File: src/pms_map.svh
/*
  Constants of the power mode sequencer: timing, widths and reset values.
  Assumes a 25 MHz core clock; included by the package and the design files.
*/
`ifndef PMS_MAP_SVH
`define PMS_MAP_SVH

// Core clock rate in kHz
`define PMS_CLOCK_KHZ        25000
// Wait from power control high until serial reception, in ms
`define PMS_SERIAL_WAIT_MS   5
// Wait in core clock cycles (exact, no rounding needed)
`define PMS_SERIAL_WAIT_CYC  (`PMS_SERIAL_WAIT_MS * `PMS_CLOCK_KHZ)
// Width of the wait counter
`define PMS_CNT_W            17
// Number of synchronised pins
`define PMS_PIN_W            2
// Bit positions of the pins in the synchroniser vector
`define PMS_PIN_PWR          0
`define PMS_PIN_RSTN         1
// Bit positions of the modes in the one-hot mode code
`define PMS_MODE_OFF_BIT     0
`define PMS_MODE_STANDBY_BIT 1
`define PMS_MODE_NORMAL_BIT  2
// Reset value of the synchronised pins: power control low, reset asserted
`define PMS_PIN_RST_VAL      2'h0
// Reset value of both regulator keep bits
`define PMS_KEEP_DEFAULT     1'h1

`endif

File: src/pms_pkg.sv
/*
  Types of the power mode sequencer: mode encoding and state records.
  Assumes pms_map.svh is on the include path.
*/
`default_nettype none
`include "pms_map.svh"

package pms_pkg;

  typedef enum logic [2:0] {
    PMS_OFF     = 3'h1,
    PMS_STANDBY = 3'h2,
    PMS_NORMAL  = 3'h4
  } pms_mode_t;

  typedef struct packed {
    logic                  low;
    logic                  high;
  } pms_keep_t;

  typedef struct packed {
    logic [`PMS_PIN_W-1:0] s1;
    logic [`PMS_PIN_W-1:0] s2;
    logic [`PMS_PIN_W-1:0] s3;
    logic [`PMS_PIN_W-1:0] q;
  } pms_sync_t;

  typedef struct packed {
    pms_mode_t             mode;
    pms_keep_t             keep;
    logic [`PMS_CNT_W-1:0] cnt;
    logic                  ready;
    logic                  reg1_on;
    logic                  reg2_on;
    logic                  accept;
    logic                  defaults;
    logic                  force_low;
  } pms_state_t;

endpackage

`default_nettype wire

File: src/pms_pin_sync.sv
/*
  Three-stage synchroniser with agreement filter for the external pins.
  Assumes asynchronous pin inputs; output level changes once stages two and three agree.
*/
`default_nettype none
`include "pms_map.svh"

module pms_pin_sync
  import pms_pkg::*;
(
  input  wire logic                  i_clock,
  input  wire logic                  i_arst_n,
  input  wire logic [`PMS_PIN_W-1:0] i_pin,
  output var  logic [`PMS_PIN_W-1:0] o_level
);

  pms_sync_t st_r;
  pms_sync_t st_nxt;

  always_comb begin
    st_nxt    = st_r;
    st_nxt.s1 = i_pin;
    st_nxt.s2 = st_r.s1;
    st_nxt.s3 = st_r.s2;
    for (int i = 0; i < `PMS_PIN_W; i++) begin
      if (st_r.s2[i] == st_r.s3[i]) begin
        st_nxt.q[i] = st_r.s3[i];
      end
    end
  end

  always_ff @(posedge i_clock or negedge i_arst_n) begin
    if (!i_arst_n) begin
      st_r <= '{s1: `PMS_PIN_RST_VAL, s2: `PMS_PIN_RST_VAL, s3: `PMS_PIN_RST_VAL, q: `PMS_PIN_RST_VAL};
    end else begin
      st_r <= st_nxt;
    end
  end

  assign o_level = st_r.q;

endmodule

`default_nettype wire

File: src/pms_sequencer.sv
/*
  Power mode sequencer: OFF, Standby and Normal modes, regulator enables,
  serial gate, register default request and pin forcing under reset.
  Assumes the serial decoder sits on the same clock and offers keep bit writes
  on i_keep_we; power control and reset pins arrive asynchronously.
*/
//
// Operation
// Only a high power control pin brings the device out of OFF.
// Serial traffic ignored when power control low and a keep bit cleared.
// Power control falling with high rail keep set enters Standby.
// Standby refuses serial transfers, so no command leaves Standby.
// Power control rising in Standby returns to Normal.
// Standby never goes straight to OFF; host returns to Normal first.
// Power control high turns both regulators on regardless of keep bits.
// Reset pin low makes the device ignore all serial traffic.
// Serial reception opens only 5 ms after power control goes high.
// Reset pin low returns every register setting to default.
// Both regulator keep bits default to one.
// Reset before power control low keeps keep bits one, regulators stay on.
// Second regulator turning off returns all registers to default.
// Host enters OFF by clearing keep bits, lowering power, then reset.
// Under reset device drives interrupt and data low; host holds inputs low.
// Host holds reset high through Standby to keep register contents.
// Three-state mode machine evaluated each clock from pin and keep bits.
`default_nettype none
`include "pms_map.svh"

module pms_sequencer
  import pms_pkg::*;
#(
  parameter logic [`PMS_CNT_W-1:0] P_WAIT_CYC = `PMS_CNT_W'(`PMS_SERIAL_WAIT_CYC)
)
(
  input  wire logic  i_clock,
  input  wire logic  i_arst_n,
  input  wire logic  i_power_control_pin,
  input  wire logic  i_reset_low_pin_n,
  input  wire logic  i_keep_we,
  input  wire logic  i_low_rail_keep_bit,
  input  wire logic  i_high_rail_keep_bit,
  output var  logic  o_mode_off,
  output var  logic  o_mode_standby,
  output var  logic  o_mode_normal,
  output var  logic  o_first_regulator_on,
  output var  logic  o_second_regulator_on,
  output var  logic  o_low_rail_keep_bit,
  output var  logic  o_high_rail_keep_bit,
  output var  logic  o_serial_accept,
  output var  logic  o_reg_default,
  output var  logic  o_force_low
);

  logic [`PMS_PIN_W-1:0] pin_level;
  logic                  pwr;
  logic                  rstn;
  pms_state_t            st_r;
  pms_state_t            st_nxt;

  pms_pin_sync u_pin_sync (
    .i_clock  (i_clock),
    .i_arst_n (i_arst_n),
    .i_pin    ({i_reset_low_pin_n, i_power_control_pin}),
    .o_level  (pin_level)
  );

  assign pwr  = pin_level[`PMS_PIN_PWR];
  assign rstn = pin_level[`PMS_PIN_RSTN];

  always_comb begin
    st_nxt = st_r;

    // Mode machine
    case (st_r.mode)
      PMS_OFF: begin
        if (pwr) begin
          st_nxt.mode = PMS_NORMAL;
        end
      end
      PMS_NORMAL: begin
        if (!pwr && st_r.keep.high) begin
          st_nxt.mode = PMS_STANDBY;
        end else if (!pwr) begin
          st_nxt.mode = PMS_OFF;
        end
      end
      PMS_STANDBY: begin
        // Only the power pin leaves Standby, and only toward Normal
        if (pwr) begin
          st_nxt.mode = PMS_NORMAL;
        end
      end
      default: begin
        st_nxt.mode = PMS_OFF;
      end
    endcase

    // Startup wait, restarted whenever power control drops
    if (!pwr) begin
      st_nxt.cnt   = '0;
      st_nxt.ready = 1'h0;
    end else if (st_r.cnt < P_WAIT_CYC - `PMS_CNT_W'(1)) begin
      st_nxt.cnt   = st_r.cnt + `PMS_CNT_W'(1);
    end else begin
      st_nxt.ready = 1'h1;
    end

    // Keep bit writes from the serial side, only while accepted
    if (st_r.accept && i_keep_we) begin
      st_nxt.keep.low  = i_low_rail_keep_bit;
      st_nxt.keep.high = i_high_rail_keep_bit;
    end

    // Defaults on reset pin or when the second regulator goes off
    st_nxt.defaults = !rstn || (st_nxt.mode == PMS_OFF);
    if (st_nxt.defaults) begin
      st_nxt.keep.low  = `PMS_KEEP_DEFAULT;
      st_nxt.keep.high = `PMS_KEEP_DEFAULT;
    end

    // Regulators: pin high forces both on; keep bits hold them in Standby
    st_nxt.reg1_on = pwr || (st_r.keep.low && (st_nxt.mode != PMS_OFF));
    st_nxt.reg2_on = pwr || (st_r.keep.high && (st_nxt.mode != PMS_OFF));

    // Serial gate
    st_nxt.accept = (st_nxt.mode == PMS_NORMAL) && st_nxt.ready && rstn
                    && !(!pwr && !(st_r.keep.low && st_r.keep.high));

    st_nxt.force_low = !rstn;
  end

  always_ff @(posedge i_clock or negedge i_arst_n) begin
    if (!i_arst_n) begin
      st_r <= '{mode:      PMS_OFF,
                keep:      '{low: `PMS_KEEP_DEFAULT, high: `PMS_KEEP_DEFAULT},
                cnt:       '0,
                ready:     1'h0,
                reg1_on:   1'h0,
                reg2_on:   1'h0,
                accept:    1'h0,
                defaults:  1'h1,
                force_low: 1'h1};
    end else begin
      st_r <= st_nxt;
    end
  end

  assign o_mode_off            = st_r.mode[`PMS_MODE_OFF_BIT];
  assign o_mode_standby        = st_r.mode[`PMS_MODE_STANDBY_BIT];
  assign o_mode_normal         = st_r.mode[`PMS_MODE_NORMAL_BIT];
  assign o_first_regulator_on  = st_r.reg1_on;
  assign o_second_regulator_on = st_r.reg2_on;
  assign o_low_rail_keep_bit   = st_r.keep.low;
  assign o_high_rail_keep_bit  = st_r.keep.high;
  assign o_serial_accept       = st_r.accept;
  assign o_reg_default         = st_r.defaults;
  assign o_force_low           = st_r.force_low;
endmodule

`default_nettype wire

File: config.mk
export PLATFORM = sky130hd
export DESIGN_NAME = pms_sequencer
export DESIGN_NICKNAME = d
export VERILOG_FILES = /design/src/pms_pkg.sv /design/src/pms_pin_sync.sv /design/src/pms_sequencer.sv
export VERILOG_INCLUDE_DIRS = /design/src
export SDC_FILE = /design/constraint.sdc
export NUM_CORES = 1
export LEC_CHECK = 0
export ABC_AREA = 1
export BUFFER_PORTS_ARGS = -buffer_cell sky130_fd_sc_hd__buf_2
export CAP_MARGIN = 10
export CORE_ASPECT_RATIO = 0.8
export CORE_MARGIN = 2
export CORE_UTILIZATION = 50
export CTS_CLUSTER_DIAMETER = 60
export DETAILED_ROUTE_END_ITERATION = 16
export GPL_ROUTABILITY_DRIVEN = 0
export PLACE_DENSITY = 0.69
export RECOVER_POWER = 50
export SYNTH_ARGS = -nofsm -noshare
export SYNTH_HDL_FRONTEND = slang
export SYNTH_HIERARCHICAL = 1
export SYNTH_SLANG_ARGS = --single-unit
File: constraint.sdc
create_clock -name i_clock -period 1.59 [get_ports i_clock]
set_input_delay 0.159 -clock i_clock [delete_from_list [all_inputs] [get_ports i_clock]]
set_output_delay 0.159 -clock i_clock [all_outputs]
set_load 0.1 [all_outputs]
-- After elaboration in Yosys (flattened, before gate mapping)
Cells that the tools add are included.
- register bits: 36
- word-level logic and storage cells: 53
- bits of input ports: 7
- magnitude comparators: 1
- equal/unequal tests: 9
- multiplexer cells: 9
- reductions and logical operators: 18
- add/sub/neg operators: 1
- operators by type and width (cell ; number):
    $mux 18 ; 1
    $add 17x1->17 const B ; 1
    $lt 17x17->1 const B ; 1
    $mux 17 ; 1
    $logic_and 1x1->1 ; 9
    $mux 3 ; 3
    $eq 3x1->1 const B ; 2
    $eq 3x3->1 const B ; 2
    $pmux 3 s2 ; 1
    $logic_not 1->1 ; 4
    $mux 2 ; 2
    $eq 3x2->1 const B ; 1
    $logic_or 1x1->1 ; 3
    $ne 3x1->1 const B ; 1
    $eq 1x1->1 ; 2
    $ne 2x2->1 const B ; 1
    $reduce_bool 2->1 ; 1
    $reduce_or 2->1 ; 1
    $mux 1 ; 1

-- Depth between registers and ports, before layout
Gate-level depths: netlist of run 1.
- depth after elaboration: 8
- mapped depth: 10
- mapped depth without buffers: 9

-- Hierarchy
Netlist of run 1, hierarchy kept.
- modules (own cells, without submodules) (module ; cells each ; area each (µm²) ; seq. area each (µm²) ; times used):
    pms_sequencer ; 239 ; 1730.4 ; 706.9 ; 1
    pms_pin_sync ; 18 ; 247.7 ; 200.2 ; 1

-- Worst setup path after synthesis of run 1
OpenSTA, ideal clock, no wires.
- path kind: reg2reg
- start: register st_r (netlist bit o_mode_standby)
- end: register st_r (netlist bit o_low_rail_keep_bit)
- path slack: -0.193 ns
- data required time: 1.502 ns
- stages on the path, launching flop included: 8
- data arrival time: 1.695 ns
- library setup time: 0.088 ns
- cells stage by stage: dfrtp_1 -> nor2_1 -> nand2_1 -> inv_1 -> o211ai_1 -> nand3_2 -> nor2_1 -> nand3_1
- RTL lines (element ; RTL line ; text):
    start: declaration ; pms_sequencer.sv:57 ; pms_state_t st_r;
    start signal: assignment ; pms_sequencer.sv:134 ; st_r <= '{mode: PMS_OFF,
    start signal: assignment ; pms_sequencer.sv:144 ; st_r <= st_nxt;

-- Worst setup path in the final report of run 1
- start: register st_r (netlist bit o_mode_off)
- end: output port o_mode_off
- RTL lines (element ; RTL line ; text):
    end: declaration ; pms_sequencer.sv:42 ; output var logic o_mode_off,
No word-level cell between the ends.

==> impl_summary.log, run 1 <==
INFO  metric outcome = completed
INFO  metric dieWidth = around 74 um
INFO  metric power.static_leakage = 1.217 nW
INFO  metric timing.critical_path.arrival = 1.36 ns
INFO  metric drt-pass1-iter-count = 4
INFO  metric cts_setup_buffers = 0
INFO  metric postSynth.asyncResetShare = between 90% and 100%
INFO  metric aggregate_global_routing_overflow = 0
INFO  metric synth_area_per_cell = 7.697 um2
INFO  metric antenna-diode-count = 0
INFO  metric drv.max_cap_violation_count = 0
INFO  metric critPathCaptureType = output port
INFO  metric clock-skew-final = 0.003869 ns
INFO  metric wl = approximately 4.2 mm
INFO  metric path_delay_family = flip-flops
INFO  metric setup-tns-final = 0 ns
INFO  metric max-vdd-ir-drop = between 1 and 1.5 mV
INFO  metric htree_levels = 2
INFO  metric crit_path_top_delay_cell = dfstp_4
INFO  metric startpoint_type = flip-flop
INFO  metric synthCells = 257
INFO  metric number_of_synthesized_register_bits = 36
INFO  metric cts_tree = yes
INFO  metric ys.flop_type = dfrtp_1
INFO  metric grt_setup_unrepaired = no
INFO  metric maxClockFrequency = 0.6589 GHz
INFO  metric die-height = ~60 um
INFO  metric synth_enable_flop_cells = 0
INFO  metric tightest_slew = ~1.1 ns
INFO  metric fin_nets = 289
INFO  metric clkSlewWorstSetupHoldPaths = 0.07 ns
INFO  metric detailed_place_hpwl = a little under 3 mm
INFO  metric ctsRootBufferMaster = clkbuf_8
INFO  metric initial_antenna_violation_count = 0
INFO  metric clk-insertion-delay-late = just under 0.3 ns
INFO  metric areaGrowthSynthToFinish = 15.50%
INFO  metric core.rowCount = 20
INFO  metric drc_errors = 0
INFO  metric path_class = flip-flop to output port
INFO  metric ioPinCount = 17
INFO  metric synth_nets = between 200 and 300
INFO  metric finalSetupViolCount = 0
INFO  metric fillerInstances = 361
INFO  metric fin_crit = 1.518 ns
INFO  metric via_count = between 1500 and 2000
INFO  metric grt_usage = between 20% and 30%
INFO  metric yosys.area.top_type_share = between 30 and 40%
INFO  metric hold_path_class = input port to flip-flop
INFO  metric dieArea = about 4500 um2
INFO  metric drive_gt1_share = roughly a fifth
INFO  metric grt_max_degree = 35
INFO  metric grt_pass1_vias = 1636
INFO  metric synth.cells.most_frequent = nand2_1, inv_1, nand3_1
INFO  metric final_hold_viol_count = 0
INFO  metric yosysMostFrequentCell = nand2_1
INFO  metric cts-buffers-inserted = 5
INFO  metric placement.io_buffers = 16
INFO  metric initial_cell_density_of_the_core = between 50 and 60%
INFO  metric 1st_iter_drt_viols = roughly 120
INFO  metric core_region_area = between 3000 and 4000 um2
INFO  metric post-route-period-util = a little over nine tenths
INFO  metric ys_seq_area_share = ~46%
INFO  metric yosysTopAreaCell = dfrtp_1
INFO  metric cell_variety_after_synth = 26
INFO  metric per_cell_routed_wire_length = between 10 and 15 um
INFO  metric netlist_area = slightly below 2000 um2
INFO  metric timing.critical_path.buf_inv = 1
INFO  metric wire_length_of_the_first_global_routing_pass = between 7 and 8 mm
INFO  metric ant_nets = 0
INFO  metric critPathRequiredTime = about 1.4 ns
INFO  metric synth.area.top_cells = dfrtp_1, nand2_1, nand3_1, dfstp_2, inv_1
INFO  metric slew_headroom = about 29%
INFO  metric vias_per_cell = roughly 5.1
INFO  metric worstPathCellList = buf_2
INFO  metric critical-path-max-stage-delay = approximately 0.65 ns
INFO  metric final_worst_hold_slack = 0.1179 ns
INFO  metric clock_sink_count = 36
INFO  metric synth-warning-count = 6
INFO  metric p_per_area = between 1000 and 1500 nW/um2
INFO  metric final_max_slew_viol_count = 0
INFO  metric ctsLongestPathBuffers = 2
INFO  metric worstPathMaxFanout = 6
-- sequential cells by signal, summed over array words and instances (netlist names) --
register               cells
u_pin_sync/o_level         2
o_mode_normal              1
u_pin_sync/st_r            2
o_force_low                1
o_high_rail_keep_bit       1
o_mode_off                 1
st_r                      18
o_mode_standby             1
o_serial_accept            1
o_first_regulator_on       1
o_low_rail_keep_bit        1
u_pin_sync/st_nxt          4
o_second_regulator_on      1
o_reg_default              1
-- cells by family (layout without fill, tap and decap cells) --
group                      count (synthesis)  in the layout  synth area share (%)
and+or+nand+nor                          155            155                 36.05
buffers and inverters                     45             70                 10.56
DFF                                       36             36                 45.86
AOI/OAI and AO/OA                         14             14                 4.238
xor gates and xnor gates                   6              6                 2.657
adders and majority gates                  1              1                0.6324
-- power by group --
part | switching [mW] | leakage [nW] | internal, mW
Combinational | 0.758 | 0.707 | 0.150
Sequential | 0.0689 | 0.455 | 1.04
Clock | 0.345 | 0.0541 | 0.464
Total | 1.17 | 1.22 | 1.66
-- layer usage --
metal	vias up	track usage, %	routed length [um]
li1	868	-	-
met5	-	0	0
met3	2	5.059	191
met4	0	7.398	27
met2	45	32.65	1815
met1	793	31.56	2154
-- timing repair --
item,in CTS,in global routing
gates resized for setup,0,4
endpoints found under the hold margin,15,0
hold buffers,3,0
setup endpoints to repair,0,7
-- placed cells by master, fill, tap and decap left out, drive strengths merged --
cell type	count
a21oi	4
a31o	2
a41oi	1
buf	24
bufinv	1
clkbuf	6
clkinv	1
clkinvlp	1
dfrtp	31
dfstp	5
dlygate4sd3	3
ha	1
inv	34
nand2	72
nand3	35
nand4	15
nor2	32
o211ai	1
o21ai	6
or2	1
xnor2	1
xor2	5
-- layout make-up --
type / count / area, um2 / area share (%)
flip-flops and latches: 36 / 913.4 / 39.98
multi-input cells: 176 / 874.6 / 38.28
repair buffers: 28 / 188.9 / 8.269
inverters: 34 / 127.6 / 5.586
clock buffers: 5 / 68.82 / 3.012
well taps: 55 / 68.82 / 3.012
clock inverters: 3 / 42.54 / 1.862
-- final timing paths --
kind,start,endpoint,slack (ns),cells past startpoint
worst max-delay path,o_mode_off,o_mode_off,0.07,1
worst min-delay path,i_high_rail_keep_bit,o_high_rail_keep_bit,0.12,3
worst max register to register,st_r[15],st_r[19],0.14,7
worst min register to register,u_pin_sync/st_nxt[5],u_pin_sync/st_nxt[3],0.36,0
max in group asynchronous,i_arst_n,o_mode_standby,0.30,2
min in group asynchronous,i_arst_n,u_pin_sync/st_nxt[3],0.58,2
-- metrics by stage --
stage	util, %	setup WS (ns)	area (um2)	std cells	total power, mW
floorplan	-	0.03114	1984	257	1.865
global placement	56.05	0.04342	2132	326	2.001
detailed placement	56.05	0.05752	2132	326	2.011
CTS	59.77	0.02207	2273	337	2.828
global route	60.07	0.007483	2285	337	2.939
finish	60.07	0.07238	2285	337	2.827
(Power assumes the default switching activity.)
==> run 2: changes to the inputs <==
--- a/config.mk
+++ b/config.mk
@@ -15,8 +15,9 @@
 export CTS_CLUSTER_DIAMETER = 60
 export DETAILED_ROUTE_END_ITERATION = 16
 export GPL_ROUTABILITY_DRIVEN = 0
-export PLACE_DENSITY = 0.69
-export RECOVER_POWER = 50
+export PLACE_DENSITY_LB_ADDON = 0.3
+export RECOVER_POWER = 100
+export SKIP_LAST_GASP = 1
 export SYNTH_ARGS = -nofsm -noshare
 export SYNTH_HDL_FRONTEND = slang
 export SYNTH_HIERARCHICAL = 1
==> run 2 against run 1 <==
Critical path type unchanged. Sequential power about the same. Wire length rose by 0.36%. Flip-flop and latch count is the same. Combinational power fell by 3.0%. Cell area decreased by 1.1%. Register-to-register slack lost 0.02 ns. Clock-buffer cell count is the same. Clock skew is 0.0033 ns higher. Sequential share of layout area increased by 0.52 points. Worst setup slack better by 0.0012 ns.
==> impl_summary.log, run 2 (synthesis results as in run 1) <==
INFO  metric aggregate_global_routing_overflow = 0 (unchanged)
INFO  metric finalPower = 2.809 mW (-0.61%)
INFO  metric htree_levels = 2 (unchanged)
INFO  metric path_class = flip-flop to output port
INFO  metric via_count = 1752 (+2.6%)
INFO  metric setup-tns-final = 0 ns (unchanged)
INFO  metric clk-insertion-delay-late = 0.29 ns (about the same)
INFO  metric ant_nets = 0 (unchanged)
INFO  metric core.rowCount = 20 (unchanged)
INFO  metric critPathRequiredTime = 1.43 ns (about the same)
INFO  metric per_cell_routed_wire_length = 12.47 um (+0.36%)
INFO  metric drt-pass1-iter-count = 6 (+2)
INFO  metric clock-skew-final = 0.007138 ns (+0.003269 ns)
INFO  metric drive_gt1_share = 20.21% (unchanged)
INFO  metric initial_antenna_violation_count = 0 (unchanged)
INFO  metric p_per_area = 1244 nW/um2 (+0.55%)
INFO  metric 1st_iter_drt_viols = 96 (-18%)
INFO  metric most-common-layout-cells = nand2_1, inv_1, nand3_1, dfrtp_1, nor2_1
INFO  metric detailed_place_hpwl = 2.993 mm (+2.5%)
INFO  metric worstRegToRegCells = 8 (+1)
INFO  metric crit-reg2reg-capture = st_r[19]
INFO  metric critical_path.reg2reg.startpoint = st_r[10]
INFO  metric crit_path_top_delay_cell = dfstp_4
INFO  metric largest-register = st_r
INFO  metric areaGrowthSynthToFinish = 14.17%
INFO  metric wire_length_of_the_first_global_routing_pass = 7.203 mm (-2.0%)
INFO  metric p_int = 1.645 mW (-0.58%)
INFO  metric largest_reg_flops = 18 (unchanged)
INFO  metric setup_slack = 0.07361 ns (+0.001232 ns)
INFO  metric drc_errors = 0 (unchanged)
INFO  metric ioPinCount = 17 (unchanged)
INFO  metric critPathCaptureType = output port
INFO  metric timing.critical_path.arrival = 1.36 ns (about the same)
INFO  metric dieWidth = 74.33 um (unchanged)
INFO  metric critical-path-max-stage-delay = 0.64 ns (about the same)
INFO  metric grt_max_degree = 35 (unchanged)
INFO  metric cts-buffers-inserted = 5 (unchanged)
INFO  metric core_region_area = 3804 um2 (unchanged)
INFO  metric timing.critical_path.buf_inv = 1 (unchanged)
INFO  metric worst_setup_path_startpoint = o_mode_off
INFO  metric drv.max_cap_violation_count = 0 (unchanged)
INFO  metric wl = 4.204 mm (+0.36%)
INFO  metric outcome = completed
INFO  metric clkSlewWorstSetupHoldPaths = 0.07 ns (about the same)
INFO  metric switching_part_of_the_total = 41.43% (about the same)
INFO  metric layout.cells.most_common = nand2_1
INFO  metric tightest_slew = 0.8772 ns (-0.1894 ns)
INFO  metric seq_power_share = 39.6% (+0.3 points)
INFO  metric dieArea = 4479 um2 (unchanged)
INFO  metric ff_to_ff_setup_slack = 0.12 ns (-0.02 ns)
INFO  metric place_worst_setup_slack = 0.05638 ns (-0.001132 ns)
INFO  metric hold_path_class = input port to flip-flop
INFO  metric maxClockFrequency = 0.6595 GHz (about the same)
INFO  metric clock_sink_count = 36 (unchanged)
INFO  metric fin_crit = 1.516 ns (-0.001232 ns)
INFO  metric antenna-diode-count = 0 (unchanged)
INFO  metric vias_per_cell = 5.199 (+2.6%)
INFO  metric grt_usage = 21.46% (-0.45 points)
INFO  metric power.static_leakage = 1.205 nW (-1.0%)
INFO  metric grt_setup_unrepaired = no
INFO  metric worstPathCellList = buf_2
INFO  metric combinationalPowerShare = 31.4% (-0.7 points)
INFO  metric final_hold_viol_count = 0 (unchanged)
INFO  metric cp-endpoint = o_mode_off
INFO  metric cts_tree = yes
INFO  metric ctsLongestPathBuffers = 2 (unchanged)
INFO  metric fin_nets = 289 (unchanged)
INFO  metric initial_cell_density_of_the_core = 52.01% (unchanged)
INFO  metric finalSetupViolCount = 0 (unchanged)
INFO  metric p_sw = 1.164 mW (-0.65%)
INFO  metric startpoint_type = flip-flop
INFO  metric max-vdd-ir-drop = 1.011 mV (-14%)
INFO  metric slew_headroom = 41.52% (+13 points)
INFO  metric worstPathMaxFanout = 6 (unchanged)
INFO  metric placement.io_buffers = 16 (unchanged)
INFO  metric die-height = 60.26 um (unchanged)
INFO  metric ctsRootBufferMaster = clkbuf_8
INFO  metric grt_pass1_vias = 1570 (-4.0%)
INFO  metric cp_num_cells = 1 (unchanged)
INFO  metric path_delay_family = flip-flops
INFO  metric cts_setup_buffers = 0 (unchanged)
INFO  metric clockPowerShare = 29.1% (+0.5 points)
INFO  metric final_max_slew_viol_count = 0 (unchanged)
INFO  metric post-route-period-util = 95.37% (about the same)
run 2: cell types whose count changed in the layout (fill, tap and decap cells not counted), moves of 2 or more:
cell      delta
buf_2        -9
buf_4        -2
clkbuf_2    +12
nand2_1      +2
nand2_2      -2
run 2: how the worst min path moves through the flow:
stage	startpoint	depth (start not counted)	slack, ns	end
floorplan	i_arst_n	0	-0.14	o_first_regulator_on
global placement	i_arst_n	1	0.09	u_pin_sync/st_nxt[3]
detailed placement	i_arst_n	1	0.09	u_pin_sync/st_r[3]
CTS	i_high_rail_keep_bit	3	0.10	o_high_rail_keep_bit
global route	i_high_rail_keep_bit	3	0.14	o_high_rail_keep_bit
finish	i_high_rail_keep_bit	3	0.10	o_high_rail_keep_bit
run 2: per-stage QoR:
step,instance area [um2],cells,utilization (%),hold WS [ns]
after detailed placement,2120,326,55.72,0.09401
after CTS,2261,337,59.44,0.1003
final,2258,337,59.38,0.1003
after floorplan,1984,257,-,-0.1366
after global placement,2120,326,55.72,0.08799
after global routing,2258,337,59.38,0.1429
run 2: power groups by stage:
stage          logic, mW  clock network [mW]  registers (mW)
2_1_floorplan      0.217                   0            1.65
3_3_place_gp       0.871                   0            1.12
3_5_place_dp       0.874                   0            1.12
4_1_cts            0.882               0.824            1.11
5_1_grt            0.939               0.854            1.13
6_report           0.881               0.817            1.11
run 2: cell type report:
type	instances	area (um2)
sequential	36	914.6
fill	376	1545
inverter	34	127.6
timing repair buffer	28	168.9
multi-input combinational	176	867.1
clock inverter	3	42.54
tap	55	68.82
clock buffer	5	68.82
run 2: worst min-delay path: cells and delay by family:
kind | cells | cell delay (ns)
buffers and inverters | 1 | 0.07
AO/OA/AOI/OAI | 1 | 0.07
AND/OR/NAND/NOR | 1 | 0.06
run 2: layer usage:
metal / vias to the layer above / global-route usage [%] / wire, um
li1: 869 / - / -
met1: 818 / 30.45 / 2048
met2: 61 / 32.65 / 1858
met3: 4 / 4.890 / 262
met4: 0 / 7.143 / 35
met5: - / 0 / 0
run 2: what timing repair did:
| action | CTS | global route |
|---|---|---|
| resized for setup | 0 | 4 |
| endpoints found under the hold margin | 12 | 0 |
| setup endpoints to repair | 0 | 8 |
| hold buffers | 3 | 0 |
